**src/common/thermal_params.svh**
```systemverilog
// Purpose: offsets, field positions, reset values and counts of the standby/fault block
// Assumes: byte-wide registers reached through the device register port
// Notes: definitions only
`ifndef THERMAL_PARAMS_SVH
`define THERMAL_PARAMS_SVH

// ==========================================================
// register offsets
`define OFF_LOCAL_VALUE 8'h00
`define OFF_REMOTE_VALUE 8'h01
`define OFF_STATUS 8'h02
`define OFF_CONFIG 8'h03
`define OFF_LOCAL_HIGH 8'h05
`define OFF_LOCAL_LOW 8'h06
`define OFF_REMOTE_HIGH 8'h07
`define OFF_REMOTE_LOW 8'h08
`define OFF_ONE_SHOT 8'h0F

// ==========================================================
// field positions
`define CFG_STANDBY_BIT 6
`define STAT_BUSY_BIT 7
`define STAT_LOCAL_HIGH_BIT 6
`define STAT_LOCAL_LOW_BIT 5
`define STAT_REMOTE_HIGH_BIT 4
`define STAT_REMOTE_LOW_BIT 3
`define STAT_OPEN_BIT 2

// ==========================================================
// reset values and codes
`define RST_CONFIG 8'h00
`define RST_HIGH_LIMIT 8'h7F
`define RST_LOW_LIMIT 8'h00
`define RST_VALUE 8'h00
`define MIN_CODE 8'h80

// ==========================================================
// timing counts
`define CONV_GAP_CYCLES 16
`define GAP_WIDTH 16

`endif

```
**src/common/thermal_pkg.sv**
```systemverilog
// Purpose: types shared by the standby/fault block
// Assumes: thermal_params.svh holds the numbers
// Notes: types only
package thermal_pkg;

	// ==========================================================
	// conversion sequencer states
	typedef enum logic [1:0] {
		ST_IDLE,
		ST_GAP,
		ST_LOCAL,
		ST_REMOTE
	} conv_state_t;

	// register write from the serial interface
	typedef struct packed {
		logic strobe;
		logic [7:0] addr;
		logic [7:0] data;
	} reg_write_t;

	// result handed back by the converter
	typedef struct packed {
		logic done;
		logic underrange;
		logic [7:0] code;
	} adc_result_t;

endpackage

```
**src/rtl/thermal_standby_fault.sv**
```systemverilog
// Purpose: standby control, conversion sequencing and sensor fault handling
// Assumes: converter and serial interface sit outside on the same clock
// Notes: one-cycle read latency; status flags clear on status read
//
// How it works
// - pin low or config bit enters standby
// - free-run only when pin high, bit clear
// - standby aborts conversion, no value written
// - register port keeps working in standby
// - hardware standby blocks even one-shot
// - one-shot write in software standby converts both channels once
// - sample open comparator at conversion start
// - underrange remote result reports minus 128
// - alert low on limit breach or open
`timescale 1ns/1ps
`include "thermal_params.svh"

module thermal_standby_fault
	import thermal_pkg::*;
#(
	parameter int GAP_CYCLES = `CONV_GAP_CYCLES
) (
	// clock and reset
	input wire logic clock_in,
	input wire logic reset_in,
	// register port
	input wire reg_write_t reg_write_in,
	input wire logic reg_read_in,
	input wire logic [7:0] reg_read_addr_in,
	output logic [7:0] reg_read_data_out,
	// pins from outside
	input wire logic low_power_request_n_in,
	input wire logic open_circuit_in,
	// converter
	input wire adc_result_t adc_in,
	output logic adc_start_out,
	output logic adc_abort_out,
	output logic adc_remote_out,
	// open-drain alert
	input wire logic alert_line_in,
	output logic alert_out,
	output logic alert_oe_n_out,
	// state view
	output logic standby_out
);

	// ==========================================================
	// declarations
	logic pin_level; // filtered standby pin
	logic open_level; // filtered open comparator
	logic hw_standby; // pin asks for standby
	logic sw_standby; // config bit asks for standby
	logic conv_enable; // free-running conversions allowed
	logic one_shot_hit; // accepted one-shot write
	logic keep_going; // a running conversion may go on
	logic local_store; // local result written this cycle
	logic remote_store; // remote result written this cycle
	logic [7:0] remote_code; // remote result after underrange fix
	conv_state_t state_reg, state_next;
	logic one_shot_reg, one_shot_next; // current run is a one-shot
	logic [`GAP_WIDTH-1:0] gap_reg, gap_next; // pause between rounds
	logic start_reg, start_next;
	logic abort_reg, abort_next;
	logic remote_sel_reg, remote_sel_next;
	logic [7:0] config_reg, config_next;
	logic [7:0] local_high_reg, local_high_next;
	logic [7:0] local_low_reg, local_low_next;
	logic [7:0] remote_high_reg, remote_high_next;
	logic [7:0] remote_low_reg, remote_low_next;
	logic [7:0] local_value_reg, local_value_next;
	logic [7:0] remote_value_reg, remote_value_next;
	logic [6:2] flags_reg, flags_next; // sticky status flags
	logic [6:2] flags_set; // events this cycle
	logic [7:0] read_data_reg, read_data_next;
	logic [7:0] read_mux;
	logic alert_reg, alert_next;
	logic standby_reg, standby_next;

	// ==========================================================
	// pin synchronisers
	level_sync #(.RESET_VALUE(1'b1)) sync_standby (
		.clock_in(clock_in),
		.reset_in(reset_in),
		.level_in(low_power_request_n_in),
		.level_out(pin_level)
	);

	level_sync #(.RESET_VALUE(1'b0)) sync_open (
		.clock_in(clock_in),
		.reset_in(reset_in),
		.level_in(open_circuit_in),
		.level_out(open_level)
	);

	// ==========================================================
	// standby decode
	always_comb begin
		hw_standby = !pin_level;
		sw_standby = config_reg[`CFG_STANDBY_BIT];
		conv_enable = !hw_standby && !sw_standby;
		one_shot_hit = reg_write_in.strobe && (reg_write_in.addr == `OFF_ONE_SHOT)
			&& !hw_standby && sw_standby;
		// running work stops in standby unless it is an allowed one-shot
		keep_going = conv_enable || (one_shot_reg && !hw_standby);
		local_store = (state_reg == ST_LOCAL) && adc_in.done && keep_going;
		remote_store = (state_reg == ST_REMOTE) && adc_in.done && keep_going;
		remote_code = adc_in.underrange ? `MIN_CODE : adc_in.code;
	end

	// ==========================================================
	// conversion sequencer next values
	always_comb begin
		state_next = state_reg;
		one_shot_next = one_shot_reg;
		gap_next = gap_reg;
		start_next = 1'b0;
		abort_next = 1'b0;
		remote_sel_next = remote_sel_reg;
		case (state_reg)
			// waiting for a reason to convert
			ST_IDLE: begin
				if (conv_enable) begin
					state_next = ST_LOCAL;
					start_next = 1'b1;
					remote_sel_next = 1'b0;
				end else if (one_shot_hit) begin
					state_next = ST_LOCAL;
					start_next = 1'b1;
					remote_sel_next = 1'b0;
					one_shot_next = 1'b1;
				end
			end
			// pause between rounds
			ST_GAP: begin
				if (!conv_enable || gap_reg == '0) begin
					state_next = ST_IDLE;
				end else begin
					gap_next = gap_reg - 1'b1;
				end
			end
			// converting one channel
			ST_LOCAL, ST_REMOTE: begin
				if (!keep_going) begin
					state_next = ST_IDLE;
					abort_next = 1'b1;
					one_shot_next = 1'b0;
				end else if (local_store) begin
					state_next = ST_REMOTE;
					start_next = 1'b1;
					remote_sel_next = 1'b1;
				end else if (remote_store && one_shot_reg) begin
					state_next = ST_IDLE;
					one_shot_next = 1'b0;
				end else if (remote_store) begin
					state_next = ST_GAP;
					gap_next = GAP_CYCLES[`GAP_WIDTH-1:0];
				end
			end
			default: begin
				state_next = ST_IDLE;
			end
		endcase
	end

	// ==========================================================
	// register file next values
	always_comb begin
		config_next = config_reg;
		local_high_next = local_high_reg;
		local_low_next = local_low_reg;
		remote_high_next = remote_high_reg;
		remote_low_next = remote_low_reg;
		if (reg_write_in.strobe) begin
			case (reg_write_in.addr)
				`OFF_CONFIG: config_next = reg_write_in.data;
				`OFF_LOCAL_HIGH: local_high_next = reg_write_in.data;
				`OFF_LOCAL_LOW: local_low_next = reg_write_in.data;
				`OFF_REMOTE_HIGH: remote_high_next = reg_write_in.data;
				`OFF_REMOTE_LOW: remote_low_next = reg_write_in.data;
				default: config_next = config_reg;
			endcase
		end
		local_value_next = local_store ? adc_in.code : local_value_reg;
		remote_value_next = remote_store ? remote_code : remote_value_reg;
		// open comparator sampled at each start
		flags_set = '0;
		flags_set[`STAT_OPEN_BIT] = start_next && open_level;
		// signed limit checks on stored results
		flags_set[`STAT_LOCAL_HIGH_BIT] = local_store
			&& ($signed(adc_in.code) > $signed(local_high_reg));
		flags_set[`STAT_LOCAL_LOW_BIT] = local_store
			&& ($signed(adc_in.code) < $signed(local_low_reg));
		flags_set[`STAT_REMOTE_HIGH_BIT] = remote_store
			&& ($signed(remote_code) > $signed(remote_high_reg));
		// a 0x80 low limit never trips on the minimum code
		flags_set[`STAT_REMOTE_LOW_BIT] = remote_store
			&& ($signed(remote_code) < $signed(remote_low_reg));
		// status read clears, a same-cycle event wins
		flags_next = flags_reg;
		if (reg_read_in && reg_read_addr_in == `OFF_STATUS) begin
			flags_next = '0;
		end
		flags_next = flags_next | flags_set;
		// read multiplexer
		case (reg_read_addr_in)
			`OFF_LOCAL_VALUE: read_mux = local_value_reg;
			`OFF_REMOTE_VALUE: read_mux = remote_value_reg;
			`OFF_STATUS: read_mux = {state_reg == ST_LOCAL || state_reg == ST_REMOTE,
				flags_reg, 2'b00};
			`OFF_CONFIG: read_mux = config_reg;
			`OFF_LOCAL_HIGH: read_mux = local_high_reg;
			`OFF_LOCAL_LOW: read_mux = local_low_reg;
			`OFF_REMOTE_HIGH: read_mux = remote_high_reg;
			`OFF_REMOTE_LOW: read_mux = remote_low_reg;
			default: read_mux = 8'h00;
		endcase
		read_data_next = reg_read_in ? read_mux : read_data_reg;
		alert_next = |flags_reg;
		standby_next = hw_standby || sw_standby;
	end

	// ==========================================================
	// registers
	always_ff @(posedge clock_in) begin
		if (reset_in) begin
			state_reg <= ST_IDLE;
			one_shot_reg <= 1'b0;
			gap_reg <= '0;
			start_reg <= 1'b0;
			abort_reg <= 1'b0;
			remote_sel_reg <= 1'b0;
			config_reg <= `RST_CONFIG;
			local_high_reg <= `RST_HIGH_LIMIT;
			local_low_reg <= `RST_LOW_LIMIT;
			remote_high_reg <= `RST_HIGH_LIMIT;
			remote_low_reg <= `RST_LOW_LIMIT;
			local_value_reg <= `RST_VALUE;
			remote_value_reg <= `RST_VALUE;
			flags_reg <= '0;
			read_data_reg <= 8'h00;
			alert_reg <= 1'b0;
			standby_reg <= 1'b0;
		end else begin
			state_reg <= state_next;
			one_shot_reg <= one_shot_next;
			gap_reg <= gap_next;
			start_reg <= start_next;
			abort_reg <= abort_next;
			remote_sel_reg <= remote_sel_next;
			config_reg <= config_next;
			local_high_reg <= local_high_next;
			local_low_reg <= local_low_next;
			remote_high_reg <= remote_high_next;
			remote_low_reg <= remote_low_next;
			local_value_reg <= local_value_next;
			remote_value_reg <= remote_value_next;
			flags_reg <= flags_next;
			read_data_reg <= read_data_next;
			alert_reg <= alert_next;
			standby_reg <= standby_next;
		end
	end

	// outputs from flops, alert_oe_n_out inverted, alert_out tied low; alert_line_in is the wire level, for the bench
	assign reg_read_data_out = read_data_reg;
	assign adc_start_out = start_reg;
	assign adc_abort_out = abort_reg;
	assign adc_remote_out = remote_sel_reg;
	assign alert_out = 1'b0 & alert_reg & alert_line_in;
	assign alert_oe_n_out = !alert_reg;
	assign standby_out = standby_reg;
endmodule // thermal_standby_fault

```
**src/rtl/level_sync.sv**
```systemverilog
// Purpose: three-stage synchroniser with agreement filter
// Assumes: input is asynchronous to clock_in
// Notes: output changes only when stages two and three agree
`timescale 1ns/1ps

module level_sync #(
	parameter logic RESET_VALUE = 1'b1
) (
	// clock and reset
	input wire logic clock_in,
	input wire logic reset_in,
	// async level and filtered result
	input wire logic level_in,
	output logic level_out
);

	logic [2:0] stage_reg; // stage_reg[0] feeds only stage_reg[1]
	logic [2:0] stage_next;
	logic level_reg;
	logic level_next;

	// ==========================================================
	// next values
	always_comb begin
		stage_next = {stage_reg[1:0], level_in};
		level_next = level_reg;
		// take the level once the two late stages agree
		if (stage_reg[1] == stage_reg[2]) begin
			level_next = stage_reg[2];
		end
	end

	// registers
	always_ff @(posedge clock_in) begin
		if (reset_in) begin
			stage_reg <= {3{RESET_VALUE}};
			level_reg <= RESET_VALUE;
		end else begin
			stage_reg <= stage_next;
			level_reg <= level_next;
		end
	end

	assign level_out = level_reg;

endmodule // level_sync

```
**config.mk**
```make
export PLATFORM = sky130hd
export DESIGN_NAME = thermal_standby_fault
export DESIGN_NICKNAME = d
export VERILOG_FILES = /design/src/common/thermal_pkg.sv /design/src/rtl/thermal_standby_fault.sv /design/src/rtl/level_sync.sv
export VERILOG_INCLUDE_DIRS = /design/src /design/src/common
export SDC_FILE = /design/constraint.sdc
export NUM_CORES = 1
export LEC_CHECK = 0
export ABC_AREA = 1
export BUFFER_PORTS_ARGS = -buffer_cell sky130_fd_sc_hd__buf_2
export CAP_MARGIN = 20
export CORE_MARGIN = 4
export CORE_UTILIZATION = 55
export DETAILED_ROUTE_END_ITERATION = 8
export PLACE_DENSITY = 0.75
export SLEW_MARGIN = 0
export SYNTH_ARGS = -nofsm -noshare
export SYNTH_HDL_FRONTEND = slang
export SYNTH_HIERARCHICAL = 1
export SYNTH_SLANG_ARGS = --single-unit
export TNS_END_PERCENT = 100
```
**constraint.sdc**
```tcl
create_clock -name clock_in -period 2.3 [get_ports clock_in]
set_clock_uncertainty 0.15 [all_clocks]
set_input_delay 0.115 -clock clock_in [delete_from_list [all_inputs] [get_ports clock_in]]
set_output_delay 0.115 -clock clock_in [all_outputs]
set_load 0.02 [all_outputs]
```
-- Word level (Yosys, flattened, before mapping)
Cells that the tools add are included.
- bits in registers: 101
- latch bits: 0
- RAM bits: 0
- bits in read-only memories: 0
- input port bits: 41
- logic and storage cells: 134
- memories kept: 0
- add/subtract/negate cells: 1
- multipliers: 0
- div/mod/pow operators: 0
- magnitude comparators: 4
- equal/unequal tests: 31
- shifts and indexed selects: 0
- muxes and demuxes: 34
- bitwise operators: 2
- reduce and logical (&&, ||, !) cells: 41
- operator list (cell ; count):
    $mux 16 ; 5
    $pmux 8 s8 ; 1
    $eq 8x3->1 const B ; 6
    $pmux 16 s2 ; 1
    $eq 8x2->1 const B ; 3
    $eq 8x4->1 const B ; 3
    $ne 2x2->1 const B ; 9
    $gt 8x8->1 ; 2
    $logic_and 1x1->1 ; 16
    $logic_not 16->1 ; 1
    $lt 8x8->1 ; 2
    $sub 16x1->16 const B ; 1
    $mux 1 ; 14
    $mux 2 ; 7
    $reduce_and 2->1 ; 5
    $ne 3x3->1 const B ; 3
    $eq 8x1->1 const B ; 1
    $logic_not 8->1 ; 1
    $mux 8 ; 1
    $pmux 1 s2 ; 3
    $pmux 2 s3 ; 1
    $reduce_and 6->1 ; 1
    $mux 5 ; 1
    $ne 5x5->1 const B ; 1
    other kinds (14) ; 24

-- Longest topological paths before layout
- depth in word-level cells: 9
- depth in mapped cells: 13
- gate-level depth less buffers: 13

-- Hierarchy
Netlist, hierarchy kept.
- modules (own cells, without submodules) (module ; instances ; cells each ; area each (sq um) ; seq. area each (sq um)):
    thermal_standby_fault ; 1 ; 770 ; 5308.8 ; 1861.8
    level_sync (sync_standby) ; 1 ; 15 ; 128.9 ; 80.1
    level_sync (sync_open) ; 1 ; 13 ; 121.4 ; 80.1

-- Least setup slack after synthesis
No wires, ideal clock.
- kind: register to register
- start: reg state_reg[1]
- end: reg gap_reg[11]
- arrival: 1387 ps
- data required time: 2015 ps
- path slack: 628 ps
- stages on the path, launching flop included: 12
- path buffers: 2
- clock period less this slack: 1672 ps
- cell sequence: dfxtp_1 buf_6 inv_2 nor2_4 nand2_2 o21ai_1 inv_2 nor2_8 nand2_8 buf_12 nand2_2 a21oi_2
- word-level cells in the longest chain between the ends: 6
- elaborated cells on any way between the ends: 17
- classes of those cells: 8 x eq/ne; 1 x mux; 8 x reduce/logical
- RTL lines (item ; line ; source):
    start: declaration ; thermal_standby_fault.sv:59 ; conv_state_t state_reg, state_next;
    start signal: assignment ; thermal_standby_fault.sv:244 ; state_reg <= state_next;
    $eq 2x2->1 ; thermal_standby_fault.sv:106, thermal_standby_fault.sv:119 ;
    $logic_and 1x1->1 (2 in a row) ; thermal_standby_fault.sv:106 ; remote_store = (state_reg == ST_REMOTE) && adc_in.done && keep_going;
    $logic_and 1x1->1 ; thermal_standby_fault.sv:151 ; end else if (remote_store && one_shot_reg) begin
    $ne 2x2->1 (no line) ; n/a ;
    $reduce_and 6->1 (no line) ; n/a ;
    end signal: assignment ; thermal_standby_fault.sv:246 ; gap_reg <= gap_next;
    end: declaration ; thermal_standby_fault.sv:61 ; logic [`GAP_WIDTH-1:0] gap_reg, gap_next;
Parallel ways exist; a longest one is shown, timed or not.
A chain may end at the register's enable or synchronous reset.

-- Final worst setup path
- start: in adc_in[7] in the netlist's numbering
- end: reg flags_reg[4] in the netlist's numbering
- word-level cells in the longest chain between the ends: 4
- RTL lines (item ; line ; source):
    start: declaration ; thermal_standby_fault.sv:35 ; input wire adc_result_t adc_in,
    $mux 8 ; thermal_standby_fault.sv:107 ; remote_code = adc_in.underrange ? `MIN_CODE : adc_in.code;
    via remote_code[7] ; thermal_standby_fault.sv:58 ; logic [7:0] remote_code;
    $gt 8x8->1 ; thermal_standby_fault.sv:194 ; && ($signed(remote_code) > $signed(remote_high_reg));
    $logic_and 1x1->1 ; thermal_standby_fault.sv:194 ;
    $or 5x5->5 ; thermal_standby_fault.sv:203 ; flags_next = flags_next | flags_set;
    end signal: assignment ; thermal_standby_fault.sv:257 ; flags_reg <= flags_next;
    end: declaration ; thermal_standby_fault.sv:72 ; logic [6:2] flags_reg, flags_next;
The timed path passes the listed nets, and every way through them passes these cells.

==> summary.txt <==
Run status
  – Status: finished, final reports clean

Setup path
  – Peak fanout along the critical path: 4
  – Worst EP required: 2.40 ns
  – R2R Path End: gap_reg[1]
  – Critical path buffers and inverters: 2
  – Critical Path Sink Type: flip-flop
  – Critical path depth: 11
  – Cell family with the largest share of critical-path delay: simple AND/OR/NAND/NOR gates
  – Worst Setup Path Type: in2reg
  – Worst EP arrival: 2.28 ns
  – Worst Setup Start Kind: input pin
  – Slowest-stage cell, CP: dlygate4sd3_1
  – Crit path cell chain: dlygate4sd3_1, buf_2, or2_2, ha_1, nand2_1, nor2_1, nand2_1, nor3b_1, a21oi_1, nand3_1, a21oi_1
  – Crit-path max cell delay: 0.52 ns
  – Worst reg-to-reg setup slack: 0.38 ns
  – FF-to-FF path depth: 11
  – RR Startpoint: one_shot_reg

Yosys
  – Mapped Cells: 798
  – Mapped Area: 5559 um2
  – Yosys cell types: 45
  – Synth Register Bits: 101
  – Syn avg cell area: 6.966 um2
  – Mapped Nets: 865
  – Ys flop type: dfxtp_1
  – Async S/R FF share, synth: 0
  – Post-synth EDFFs: 0
  – Yosys warns: 6
  – Sequential-to-total area share from yosys stat: 0.3637

CTS
  – Longest Clk Path Bufs: 2
  – CTS tree: yes
  – Clock root buffer: clkbuf_8
  – H-tree depth: 3
  – Worst-path clk slew: 0.10 ns
  – Skew-Pair Late Insertion Delay: 0.38 ns
  – Clock sink count: 101
  – Post-CTS Setup Bufs: 0
  – Total CTS buffers: 9

Place
  – Dpl cells: 968
  – Detail Placement HPWL: 11.09 mm
  – Dpl cell area: 5911 um2
  – Port buffer count: 52
  – Routability cong.: 0.9269

Floorplan
  – Core ar.: 9819 um2
  – # IOs: 55
  – Initial core utilization: 0.5661
  – Die area: 11780 um2
  – Row count: 36
  – Die X: 108.5 um
  – Die Height: 108.5 um

Detailed routing
  – DR vias/cell: 5.355
  – Initial DRC Count: 510
  – Total Routed Length: 14.84 mm
  – DRC: 0
  – Wire length per cell: 14.76 um
  – Pre-Repair DR Iteration Count: 8
  – Final ANT Viol Nets: 0
  – Routed vias: 5382

Worst hold path
  – Hold Crit Start: reg_write_in[10]
  – WHS Path Cells: 4
  – Worst hold endpoint: config_reg[6]
  – Min-delay worst type: in2reg

STA
  – Worst slew pin tran: 0.7856 ns
  – Achievable Freq: 457.3 MHz
  – Max-slew violations: 0
  – RSZ-0062 raised after global routing: false
  – Final setup viols: 0
  – Fin. Hold Viols: 0
  – Slew HR: 0.4723
  – Crit share post-route: 0.9507
  – Final hold slack: 0.02361 ns
  – Fin crit period: 2.187 ns
  – TNS Setup: 0 ns

Final layout
  – Max reg flops: 16
  – Antenna diode count: 0
  – Finished Layout Cells: 1005
  – # fillers: 905
  – Design area: 6300 um2
  – Multi-input gate area: 3064 um2
  – Layout net count: 934
  – Register area: 2022 um2
  – Share of layout cells above drive strength 1: 0.1399
  – Area delta synth->final: 13.32%
  – Final Util: 0.6416

Global routing
  – Largest net degree at the start of global routing: 59
  – First-pass GRT wire length: 24.61 mm
  – Grt total ovfl: 0
  – Initial antenna violation count: 0
  – Global Route Usage Sum: 0.2664
  – Vias in the first global route: 5156

Pwr
  – PwrDens: 845.9 nW/um2
  – VDD IR max: 626.2 uV
  – Static leakage: 2.972 nW

Run
  – MaxCap Viol Count: 0
## what timing repair did
action / in CTS / in global routing
hold buffers: 21 / 0
setup endpoints to repair: 0 / 1
resized for setup: 0 / 1
endpoints found under the hold margin: 62 / 0
## worst reg2reg max path: stages, from the launching register on
cell and delay [ns]:
dfxtp_1 0.44, nor2_2 0.07, nor2_2 0.13, nand2_2 0.15, o21ai_1 0.17, inv_2 0.08
nor2_8 0.20, nand2_8 0.16, clkinv_4 0.12, nand2_1 0.05, nand2_1 0.05, nor2_1 0.03
## stage by stage
| stage | total power [mW] | setup WS, ns |
|---|---|---|
| after global placement | 4.210 | 0.3322 |
| after floorplan | 3.893 | 0.6277 |
| final | 5.329 | 0.1135 |
| after detailed placement | 4.270 | 0.3180 |
| after global routing | 5.736 | 0.01074 |
| after CTS | 5.340 | 0.1861 |
## kinds of logic (layout without fill, tap and decap cells)
kind of cell / after synthesis / in the layout / share of synthesized area
buf+inv: 112 / 186 / 0.08598
xor+xnor: 13 / 13 / 0.02048
fa+ha+maj: 26 / 26 / 0.05852
simple gates: 396 / 396 / 0.3180
flops: 101 / 101 / 0.3637
compound gates: 149 / 149 / 0.1526
other cells: 1 / 1 / 0.0006746
## layout make-up
| type | instances | share of cell area |
|---|---|---|
| clock buffer | 10 | 0.02026 |
| clock inverter | 6 | 0.007349 |
| inverter | 88 | 0.05323 |
| multi-input combinational | 585 | 0.4864 |
| sequential | 101 | 0.3210 |
| tap | 133 | 0.02642 |
| timing repair buffer | 82 | 0.08540 |
## cell usage in the layout, fill, tap and decap left out, types with 4 or more instances in the layout
cell,count
a21oi_2,10
ha_1,26
xor2_1,8
nand2_2,12
buf_2,52
a211oi_1,14
a21oi_1,59
nor2_1,106
nand3_1,47
nor3_2,4
nand2_1,184
dlygate4sd3_1,21
buf_4,9
nor3_1,10
clkbuf_8,9
o211ai_1,8
xnor2_1,5
nor2_2,5
o21ai_0,52
inv_1,83
nand4_1,9
dfxtp_1,101
## power by group
part	leakage, nW	internal, mW	switching (mW)	total [mW]
sequential	0.820	1.93	0.188	2.12
combinational	2.07	0.842	1.32	2.16
clock	0.0833	0.402	0.647	1.05
## routing by layer
metal,wire length [um],share of wire,GRT usage,vias up
met5,0,0,0,-
met4,314,0.021,0.08386,0
met3,1112,0.075,0.05970,28
met2,6833,0.46,0.4342,196
met1,6574,0.44,0.3507,2422
li1,-,-,-,2736
## worst max path at each step
stage                      start            to  slack (ns)
floorplan           state_reg[1]   gap_reg[11]        0.63
global placement       adc_in[7]  flags_reg[4]        0.33
global route           adc_in[7]  flags_reg[4]        0.01
CTS                    adc_in[7]  flags_reg[4]        0.19
detailed placement     adc_in[7]  flags_reg[4]        0.32
finish                 adc_in[7]  flags_reg[4]        0.11
## Yosys cell counts, types with 9 or more instances
library cell	instances	area share
nand4_1	9	0.010
a21oi_1	59	0.053
a21oi_2	10	0.016
nand2_1	184	0.12
o21ai_0	52	0.047
inv_1	83	0.056
dfxtp_1	101	0.36
nand2_2	12	0.014
a211oi_1	15	0.020
nor3_1	10	0.0090
nand3_1	47	0.042
ha_1	26	0.059
nor2_1	106	0.072
clkbuf_1	11	0.0074
(Power assumes the default switching activity.)
